===== src/design/asrc_pkg.sv =====
package asrc_pkg;
  // address and data widths of the byte-wide memory
  localparam int ADDR_W = 18;
  localparam int DATA_W = 8;
  // clock period in picoseconds (50 MHz)
  localparam int CLK_PS = 20000;
  // pin timing figures in picoseconds, slowest speed grade
  localparam int WRITE_PULSE_MIN_PS              = 12000;
  localparam int ADDRESS_SETUP_TO_WRITE_END_PS   = 9000;
  localparam int DATA_SETUP_TO_WRITE_END_PS      = 7000;
  localparam int WRITE_TO_FLOAT_TIME_PS          = 5000;
  localparam int OUTPUT_ENABLE_TO_FLOAT_TIME_PS  = 6000;
  localparam int WRITE_RELEASE_TO_DRIVE_TIME_PS  = 2000;
  localparam int READ_ACCESS_PS                  = 12000;
  // minimum times round up to whole cycles, never below one
  function automatic int cyc_up(input int ps);
    int c;
    c = (ps + CLK_PS - 1) / CLK_PS;
    return (c < 1) ? 1 : c;
  endfunction
  localparam int WRITE_PULSE_CYC = cyc_up(WRITE_PULSE_MIN_PS + WRITE_TO_FLOAT_TIME_PS
                                          + DATA_SETUP_TO_WRITE_END_PS);
  localparam int ADDR_SETUP_CYC  = cyc_up(ADDRESS_SETUP_TO_WRITE_END_PS);
  localparam int OE_FLOAT_CYC    = cyc_up(OUTPUT_ENABLE_TO_FLOAT_TIME_PS);
  localparam int READ_CYC        = cyc_up(READ_ACCESS_PS) + 1;
  localparam int CNT_W           = 4;
  // request and pin image carriers
  typedef struct packed {
    logic              write;
    logic [ADDR_W-1:0] addr;
    logic [DATA_W-1:0] wdata;
  } asrc_req_t;
  typedef struct packed {
    logic [ADDR_W-1:0] addr;
    logic              cs_n;
    logic              oe_n;
    logic              we_n;
    logic [DATA_W-1:0] dout;
    logic              dout_en;
  } asrc_pins_t;
endpackage


===== src/design/asrc_sync.sv =====
`timescale 1ns/1ps
// two-stage synchroniser for the data bus returning from the memory
module asrc_sync #(
  parameter int W = 8
) (
  input  wire logic         clock_i,
  input  wire logic         rst_n_i,
  input  wire logic [W-1:0] d_i,
  output logic      [W-1:0] q_o
);
  logic [W-1:0] s1_r;
  logic [W-1:0] s2_r;
  logic [W-1:0] s1_nxt;
  logic [W-1:0] s2_nxt;

  // first stage feeds only the second
  always_comb begin
    s1_nxt = d_i;
    s2_nxt = s1_r;
  end

  always_ff @(posedge clock_i) begin
    if (!rst_n_i) begin
      s1_r <= '0;
      s2_r <= '0;
    end else begin
      s1_r <= s1_nxt;
      s2_r <= s2_nxt;
    end
  end

  assign q_o = s2_r;
endmodule


===== src/design/asrc_ctrl.sv =====
`timescale 1ns/1ps
// How it works
// - address, data and select settle before write strobe falls.
// - data stays driven past the write strobe rising edge.
// - write pulse exceeds float time plus data setup when output enable low.
// - write strobe held low at least the slowest grade pulse time.
// - address stable long enough before write end.
// - read address is valid no later than select falling.
// - after output enable rises we wait its float time before driving.
module asrc_ctrl
  import asrc_pkg::*;
#(
  parameter int AW = ADDR_W,
  parameter int DW = DATA_W
) (
  input  wire logic               clock_i,
  input  wire logic               rst_n_i,
  input  wire asrc_pkg::asrc_req_t req_i,
  input  wire logic               req_valid_i,
  output logic                    req_ready_o,
  output logic [DW-1:0]           rdata_o,
  output logic                    rdata_valid_o,
  output logic                    write_done_o,
  output logic [AW-1:0]           sram_addr_o,
  output logic                    sram_cs_n_o,
  output logic                    sram_oe_n_o,
  output logic                    sram_we_n_o,
  output logic [DW-1:0]           sram_data_o,
  output logic                    sram_data_oe_o,
  input  wire logic [DW-1:0]      sram_data_i
);
  import asrc_pkg::*;

  // one transfer at a time; the select stays low for the whole of it
  typedef enum logic [2:0] {
    ST_IDLE,      // deselected, ready high, waiting for a request
    ST_RD,        // select and output enable low, byte settling
    ST_TURN,      // output enable high, memory may still drive
    ST_WR_SETUP,  // select, address and data out, write strobe high
    ST_WR_PULSE,  // write strobe low
    ST_WR_HOLD    // write strobe high again, data still driven
  } asrc_state_t;

  // sequencer state, the pin image it drives and the request it serves
  asrc_state_t      state_r, state_nxt;
  logic [CNT_W-1:0] cnt_r, cnt_nxt;
  asrc_pins_t       pins_r, pins_nxt;
  asrc_req_t        hold_r, hold_nxt;

  // answers to the requester, each one flop deep
  logic             ready_r, ready_nxt;
  logic [DW-1:0]    rdata_r, rdata_nxt;
  logic             rvalid_r, rvalid_nxt;
  logic             wdone_r, wdone_nxt;

  // read bus after the synchroniser
  logic [DW-1:0]    din_sync;

  // bus input crosses from the pins through two flops
  asrc_sync #(.W(DW)) u_sync (
    .clock_i (clock_i),
    .rst_n_i (rst_n_i),
    .d_i     (sram_data_i),
    .q_o     (din_sync)
  );

  // counter load value for a cycle count from the package
  function automatic logic [CNT_W-1:0] cnt_of(input int c);
    return CNT_W'(c);
  endfunction

  // strobes high and bus released, address left where it was; used at the
  // end of every transfer and when the state register holds an illegal code
  function automatic asrc_pins_t park(input asrc_pins_t p);
    asrc_pins_t r;
    r         = p;
    r.cs_n    = 1'b1;
    r.oe_n    = 1'b1;
    r.we_n    = 1'b1;
    r.dout_en = 1'b0;
    return r;
  endfunction

  // sequencer: one transfer at a time, strobes from flops only.
  // the cycle budget is fixed by the package counts: a read holds select and
  // output enable low for READ_CYC + 1 cycles, which covers the access time
  // and the two synchroniser stages; a write keeps the strobe low for
  // WRITE_PULSE_CYC + 1 cycles whatever output enable does, so a board that
  // ties output enable low later still meets the pulse and float limits
  always_comb begin
    state_nxt  = state_r;
    cnt_nxt    = cnt_r;
    pins_nxt   = pins_r;
    hold_nxt   = hold_r;
    ready_nxt  = 1'b0;
    rdata_nxt  = rdata_r;
    rvalid_nxt = 1'b0;
    wdone_nxt  = 1'b0;
    unique case (state_r)
      ST_IDLE: begin
        ready_nxt = 1'b1;
        if (req_valid_i && ready_r) begin
          hold_nxt      = req_i;
          ready_nxt     = 1'b0;
          pins_nxt.addr = req_i.addr;
          if (req_i.write) begin
            pins_nxt.cs_n    = 1'b0;
            pins_nxt.dout    = req_i.wdata;
            pins_nxt.dout_en = 1'b1;
            cnt_nxt          = cnt_of(ADDR_SETUP_CYC - 1);
            state_nxt        = ST_WR_SETUP;
          end else begin
            pins_nxt.cs_n = 1'b0;                   // address lands with select
            pins_nxt.oe_n = 1'b0;
            cnt_nxt       = cnt_of(READ_CYC);
            state_nxt     = ST_RD;
          end
        end
      end
      ST_RD: begin
        // wait access time plus sync latency; output enable holds bus
        pins_nxt.addr = hold_r.addr;                // address frozen while selected
        if (cnt_r == '0) begin
          rdata_nxt  = din_sync;
          rvalid_nxt = 1'b1;
          pins_nxt   = park(pins_r);                // output enable rises, bus floats
          cnt_nxt    = cnt_of(OE_FLOAT_CYC);
          state_nxt  = ST_TURN;
        end else begin
          cnt_nxt = cnt_r - 1'b1;
        end
      end
      ST_TURN: begin
        // memory may still drive after output enable rises
        if (cnt_r == '0) begin
          state_nxt = ST_IDLE;
          ready_nxt = 1'b1;
        end else begin
          cnt_nxt = cnt_r - 1'b1;
        end
      end
      ST_WR_SETUP: begin
        // address and data settle before the strobe
        pins_nxt.addr = hold_r.addr;
        pins_nxt.dout = hold_r.wdata;
        if (cnt_r == '0) begin
          pins_nxt.we_n = 1'b0;
          cnt_nxt       = cnt_of(WRITE_PULSE_CYC);
          state_nxt     = ST_WR_PULSE;
        end else begin
          cnt_nxt = cnt_r - 1'b1;
        end
      end
      ST_WR_PULSE: begin
        // pulse covers float plus setup even with oe high
        // address and data may not move before the strobe rises
        pins_nxt.addr = hold_r.addr;
        pins_nxt.dout = hold_r.wdata;
        if (cnt_r == '0) begin
          pins_nxt.we_n = 1'b1;                     // write strobe ends the write
          state_nxt     = ST_WR_HOLD;
        end else begin
          cnt_nxt = cnt_r - 1'b1;
        end
      end
      ST_WR_HOLD: begin
        // data held a cycle past the ending edge
        pins_nxt  = park(pins_r);                   // select rises, bus released
        wdone_nxt = 1'b1;
        state_nxt = ST_IDLE;
      end
      default: begin
        // illegal code: let go of the memory before anything else
        pins_nxt  = park(pins_r);
        state_nxt = ST_IDLE;
      end
    endcase
  end

  // register stage; idle pins: deselected, strobes high, bus released
  always_ff @(posedge clock_i) begin
    if (!rst_n_i) begin
      state_r  <= ST_IDLE;
      cnt_r    <= '0;
      pins_r   <= '{addr: '0, cs_n: 1'b1, oe_n: 1'b1, we_n: 1'b1, dout: '0, dout_en: 1'b0};
      hold_r   <= '0;
      ready_r  <= 1'b0;
      rdata_r  <= '0;
      rvalid_r <= 1'b0;
      wdone_r  <= 1'b0;
    end else begin
      state_r  <= state_nxt;
      cnt_r    <= cnt_nxt;
      pins_r   <= pins_nxt;
      hold_r   <= hold_nxt;
      ready_r  <= ready_nxt;
      rdata_r  <= rdata_nxt;
      rvalid_r <= rvalid_nxt;
      wdone_r  <= wdone_nxt;
    end
  end

  // handshake and answers straight from flops
  assign req_ready_o    = ready_r;
  assign rdata_o        = rdata_r;
  assign rdata_valid_o  = rvalid_r;
  assign write_done_o   = wdone_r;

  // pins straight from the registered image, so no glitch reaches a strobe
  assign sram_addr_o    = pins_r.addr;
  assign sram_cs_n_o    = pins_r.cs_n;
  assign sram_oe_n_o    = pins_r.oe_n;
  assign sram_we_n_o    = pins_r.we_n;
  assign sram_data_o    = pins_r.dout;
  assign sram_data_oe_o = pins_r.dout_en;
endmodule


===== config.mk =====
export PLATFORM = sky130hd
export DESIGN_NAME = asrc_ctrl
export DESIGN_NICKNAME = d
export VERILOG_FILES = /design/src/design/asrc_pkg.sv /design/src/design/asrc_sync.sv /design/src/design/asrc_ctrl.sv
export SDC_FILE = /design/constraint.sdc
export NUM_CORES = 1
export LEC_CHECK = 0
export BUFFER_PORTS_ARGS = -buffer_cell sky130_fd_sc_hd__buf_2
export CAP_MARGIN = 10
export CORE_MARGIN = 3
export CORE_UTILIZATION = 58
export DETAILED_ROUTE_END_ITERATION = 8
export PLACE_DENSITY_LB_ADDON = 0.08
export SYNTH_ARGS = -nofsm -noshare
export SYNTH_HDL_FRONTEND = slang
export SYNTH_SLANG_ARGS = --single-unit

===== constraint.sdc =====
create_clock -name clock_i -period 3.7 [get_ports clock_i]
set_clock_uncertainty 0.1 [all_clocks]
set_input_delay 0.37 -clock clock_i [delete_from_list [all_inputs] [get_ports clock_i]]
set_output_delay 0.37 -clock clock_i [all_outputs]
set_load 0.01 [all_outputs]

# ---- After elaboration in Yosys (flattened, before gate mapping)
# Index checks and enable logic that the tools add are counted.
dict set report classes {
  add_sub_neg 1
  eq_ne 14
  mux 29
  bitwise 3
  n_reduce_logical 21
}
# operator n
set op_table {}
lappend op_table {{$pmux W18 S3} 1}
lappend op_table {{$mux W30} 1}
lappend op_table {{$pmux W8 S3} 1}
lappend op_table {{$mux W20} 1}
lappend op_table {{$mux W9} 2}
lappend op_table {{$ne A2 B2 Y1 const B} 9}
lappend op_table {{$mux W4} 4}
lappend op_table {{$pmux W4 S4} 1}
lappend op_table {{$reduce_and A4 Y1} 4}
lappend op_table {{$mux W3} 5}
lappend op_table {{$pmux W3 S5} 1}
lappend op_table {{$reduce_and A3 Y1} 3}
lappend op_table {{$eq A3 B2 Y1 const B} 2}
lappend op_table {{$eq A3 B3 Y1 const B} 2}
lappend op_table {{$mux W1} 6}
lappend op_table {{$pmux W2 S3} 1}
lappend op_table {{$reduce_and A2 Y1} 3}
lappend op_table {{$reduce_or A2 Y1} 3}
lappend op_table {{$reduce_and A5 Y1} 1}
lappend op_table {{$logic_not A4 Y1} 1}
lappend op_table {{$mux W2} 2}
lappend op_table {{$pmux W1 S4} 1}
lappend op_table {{$reduce_bool A4 Y1} 1}
lappend op_table {{$sub A4 B1 Y4 const B} 1}
lappend op_table {{other kinds (9)} 11}
dict set report totals {
  register_bits 90
  out_inout_bits 41
  word_cells 84
}

# ---- Depth between registers and ports, before layout
dict set report depth {
  depth_word 4
  depth_mapped 8
}

# ---- By module
# A second synthesis with hierarchy kept.
dict set report unflattened {
  cells_unflattened 409
  hier_area_um2 3607.2
}
# mod instances cells_each area_each_um2
set by_module_without_submodules {}
lappend by_module_without_submodules {asrc_ctrl 1 376 3160.5}
lappend by_module_without_submodules {asrc_sync 1 33 446.7}

# ---- Worst setup path after synthesis
# Ideal clock, no wire load.
dict set report synth_timing {
  path_kind {register to register}
  from {register cnt_r[0]}
  to {register cnt_r[3]}
  setup_time_ns 0.072
  arrival_ns 1.635
  required_ns 3.528
  slack_ns 1.893
  stages_incl_launch_ff 8
  n_path_buf 1
  cell_sequence {dfxtp_1 inv_1 ha_1 or3b_1 buf_4 a21boi_2 a2111oi_2 mux2i_1}
}
dict set report synth_via {
  elab_chain_len 3
  word_cells_on_any_way 8
  classes_between {add/sub: 1; eq/ne: 1; mux: 4; reduce/logical: 2}
}
# element line_no
set synth_lines {}
lappend synth_lines {{start: declaration} asrc_ctrl.sv:46} ;# logic [CNT_W-1:0] cnt_r, cnt_nxt;
lappend synth_lines {{start signal: assignment} asrc_ctrl.sv:193} ;# cnt_r <= cnt_nxt;
lappend synth_lines {{$sub A4 B1 Y4 / $logic_not A4 Y1 (equally long branches)} -}
lappend synth_lines {{$mux W4, or another cell as far along} {asrc_ctrl.sv:135, asrc_ctrl.sv:159}}
lappend synth_lines {{$pmux W4 S4 / $reduce_and A3 Y1 (equally long branches)} -}
# Several ways; a longest one is shown, not always the timed one. The select of a mux whose other input is x is not followed.
# A chain may end at the register's enable or synchronous reset.

# ---- Worst setup path in the final report
dict set report layout_timing {
  from {register state_r[2]}
  to {register pins_r, in the netlist sram_addr_o[16]}
}
dict set report layout_via {
  elab_chain_len 4
  word_cells_on_any_way 10
  classes_between {eq/ne: 5; mux: 1; reduce/logical: 4}
}
# element line_no
set layout_lines {}
lappend layout_lines {{start: declaration} asrc_ctrl.sv:45} ;# asrc_state_t state_r, state_nxt;
lappend layout_lines {{start signal: assignment} asrc_ctrl.sv:192} ;# state_r <= state_nxt;
lappend layout_lines {{$eq A3 B3 Y1 / $eq A3 B2 Y1 (equally long branches)} asrc_ctrl.sv:99} ;# unique case (state_r)
lappend layout_lines {{$reduce_or A2 Y1 (no line)} -}
lappend layout_lines {{$reduce_bool A3 Y1 (no line)} -}
lappend layout_lines {{$reduce_and A3 Y1 (no line)} -}
lappend layout_lines {{end signal: assignment} asrc_ctrl.sv:185} ;# pins_r <= '{addr: '0, cs_n: 1'b1, oe_n: 1'b1, we_n: 1'b1, dout: '0, dout_en: 1'b0};
lappend layout_lines {{end signal: assignment} asrc_ctrl.sv:194} ;# pins_r <= pins_nxt;
lappend layout_lines {{end: declaration} asrc_ctrl.sv:47} ;# asrc_pins_t pins_r, pins_nxt;
# Several ways; a longest one is shown, not always the timed one.

==> impl_metrics.ini <==
[run_status]
status = complete, no violations

[global_route]
busiest_layer = met2
grt_pass1_vias = 2961
grt_max_degree = 46
grt_pass1_wl_um = 13580
grt_util_all_layers_pct = 22.85
grt_use_met1_pct = 28.36
overflow = 0
grt_use_met3_pct = 5.283
grt_use_met2_pct = 38.63
antenna_found_initial = 0

[worst_setup_path]
crit_type = reg -> reg
crit_chain = inv_1 > a21oi_2 > buf_4 > mux2_2 > a41o_1
cpPeakStageDelay_ps = 840
cp_slowest_cell = dfxtp_1
end_kind = flip-flop
worst-path-max-fanout = 22
cp_num_buf_inv = 2
crit_arrival_ps = 2460
cp_top_family = flip-flops
critical_path_required_ps = 3850
crit_path_start_kind = flip-flop

[floorplan]
dieArea_um2 = 7329
num_rows = 28
io_pins = 79
start_util_pct = 61.00
die_w_um = 85.61
core_um2 = 6026
fp.dieH_um = 85.61

[logic_synthesis]
synth_cells = 410
synth_area_um2 = 3676
synth_top_flop_cell = dfxtp_1
yosysSeqAreaShare_pct = 49.01
yosysTopAreaCellShare_pct = 49.01
synth_common_cells = 90 x dfxtp_1, 76 x nand2_1, 57 x a21oi_1
yosysMostFrequentCell = dfxtp_1
synthArstFlopShare_pct = 0
ys_ff_latch = 90
synth_area_leaders = dfxtp_1 49%, a21oi_1 7.8%, nand2_1 7.8%
synth_area_leader_cell = dfxtp_1
synth_edf_count = 0
syn_area_per_cell_um2 = 8.966
ys_warn_count = 0
synth_cell_types = 52
syn_nets = 449

[cts]
post_cts_buffers = 0
htree_levels = 3
cts_max_path_buffers = 2
cts-resized-gates = 0
tritoncts = built
clkSinkCount = 90
cts_inserted_buffers = 9
clkTransAtPathRegs_ps = 90
clk_latency_ps = 350
root_buffer = clkbuf_8
cts-hold-fix-buffers = 0

[sta]
grt_setup_unrepaired = false
finalWorstSetupSlack_ps = 1397
relSlewSlack_pct = 28.25
slew_viol_final = 0
final-hold-violation-count = 0
layout_min_cycle_time_ps = 2303
setup_violations = 0
fin_crit_sh_pct = 62.23
tightest_slew_ps = 1075
clock.fmax_mhz = 434.3
setup-tns-final_ps = 0

[detailed_routing]
wire_per_inst_um = 14.68
detail_route.wirelength_um = 8088
drc = 0
num_vias = 3124
antenna_left = 0
first_pass_iters = 4
detail_route.vias_per_cell = 5.670
first_iter_violations = 203

[cells_and_area]
drive_above_1_share_pct = 24.16
final_core_util_pct = 69.98
fin_nets = 510
fillCellCount = 505
area_delta_synth_final_pct = 14.70
num_antenna_cells = 0
fin_area_um2 = 4217

[hold_path]
hold_class = in -> reg

[power]
peakVddDrop_mv = 0.3392
p_per_area_nw_per_um2 = 608.9
power.total_mw = 2.568
power_leakage_nw = 1.694

[placed_design]
place_area_um2 = 3996
place_ws_ps = 1433
io_buffer_count = 78
gp_congestion = 0.8346
dp_hpwl_um = 5276

[flow_run]
max_cap_violations = 0
[where the power goes]
| part | total, mW | internal (mW) | switching [mW] | leakage, nW |
|---|---|---|---|---|
| clock | 0.738 | 0.400 | 0.338 | 0.103 |
| sequential | 1.19 | 1.09 | 0.0964 | 0.736 |
| combinational | 0.641 | 0.257 | 0.385 | 0.855 |
[cells in the final DEF (no fill, tap or decap), types with 2 or more instances in the layout]
master	netlist	final
dfxtp_1	90	90
buf_2	7	78
nand2_1	76	76
a21oi_1	57	57
o21ai_0	23	23
nand3_1	18	18
a22oi_1	17	17
and2_1	16	16
nor2_1	14	14
clkbuf_8	0	10
a311oi_1	8	8
inv_1	6	6
a31oi_1	4	4
mux2i_1	3	3
a21boi_1	3	3
o21ai_1	3	3
nand3b_1	3	3
buf_4	8	3
and4bb_2	2	2
nor3b_1	2	2
o21ai_4	2	2
a2bb2oi_1	2	2
a31o_2	2	2
clkbuf_1	11	2
bufinv_16	0	2
clkinvlp_4	0	2
[cell type report]
class / instances / area, µm² / share of cell area, %
sequential: 90 / 1802 / 42.73
multi-input combinational: 283 / 1665 / 39.50
timing repair buffer: 81 / 412.9 / 9.792
clock buffer: 12 / 145.1 / 3.442
tap: 75 / 93.84 / 2.226
clock inverter: 4 / 75.07 / 1.780
inverter: 6 / 22.52 / 0.5341
[stage by stage]
step,hold slack (ps),std cells
after global routing,105.6,551
after detailed placement,317.7,535
final,118.0,551
after CTS,106.5,551
after global placement,315.7,535
after floorplan,311.9,410
[final timing paths]
| kind | from | endpoint | slack [ps] | cells past startpoint |
|---|---|---|---|---|
| setup / recovery | state_r[2] | sram_addr_o[16] | 1400 | 5 |
| hold / removal | sram_data_i[0] | u_sync.s1_r[0] | 120 | 2 |
| setup reg to reg | state_r[2] | sram_addr_o[16] | 1400 | 5 |
| hold reg to reg | u_sync.s1_r[3] | u_sync.q_o[3] | 330 | 1 |
[worst reg2reg max path, delay by kind of cell (launching register included)]
family	cells	cell delay [ps]
mux	1	360
buf+inv	2	500
flops	1	840
compound gates	2	400
[flip-flops by register name, indices dropped and copies added (netlist names)]
signal,cells
sram_addr_o,18
req_ready_o,1
rdata_o,8
sram_oe_n_o,1
sram_cs_n_o,1
u_sync.q_o,8
cnt_r,4
sram_we_n_o,1
state_r,3
u_sync.s1_r,8
write_done_o,1
sram_data_oe_o,1
rdata_valid_o,1
hold_r,26
sram_data_o,8
[metal layers]
metal	part of all wire (%)	routed length (µm)
met1	43	3515
met2	51	4085
met3	4.7	379
met4	1.3	108
met5	0	0
[kinds of logic (layout without fill, tap and decap cells)]
family                     after synthesis  count (layout)  synth area share [%]
DFF                                     90              90                 49.01
AOI/OAI and AO/OA                      132             132                 23.69
and+or+nand+nor                        146             146                 19.98
buffers and inverters                   37             103                 5.854
adders and majority gates                1               1                0.3403
muxes                                    4               4                 1.123
(Power assumes the default switching activity.)
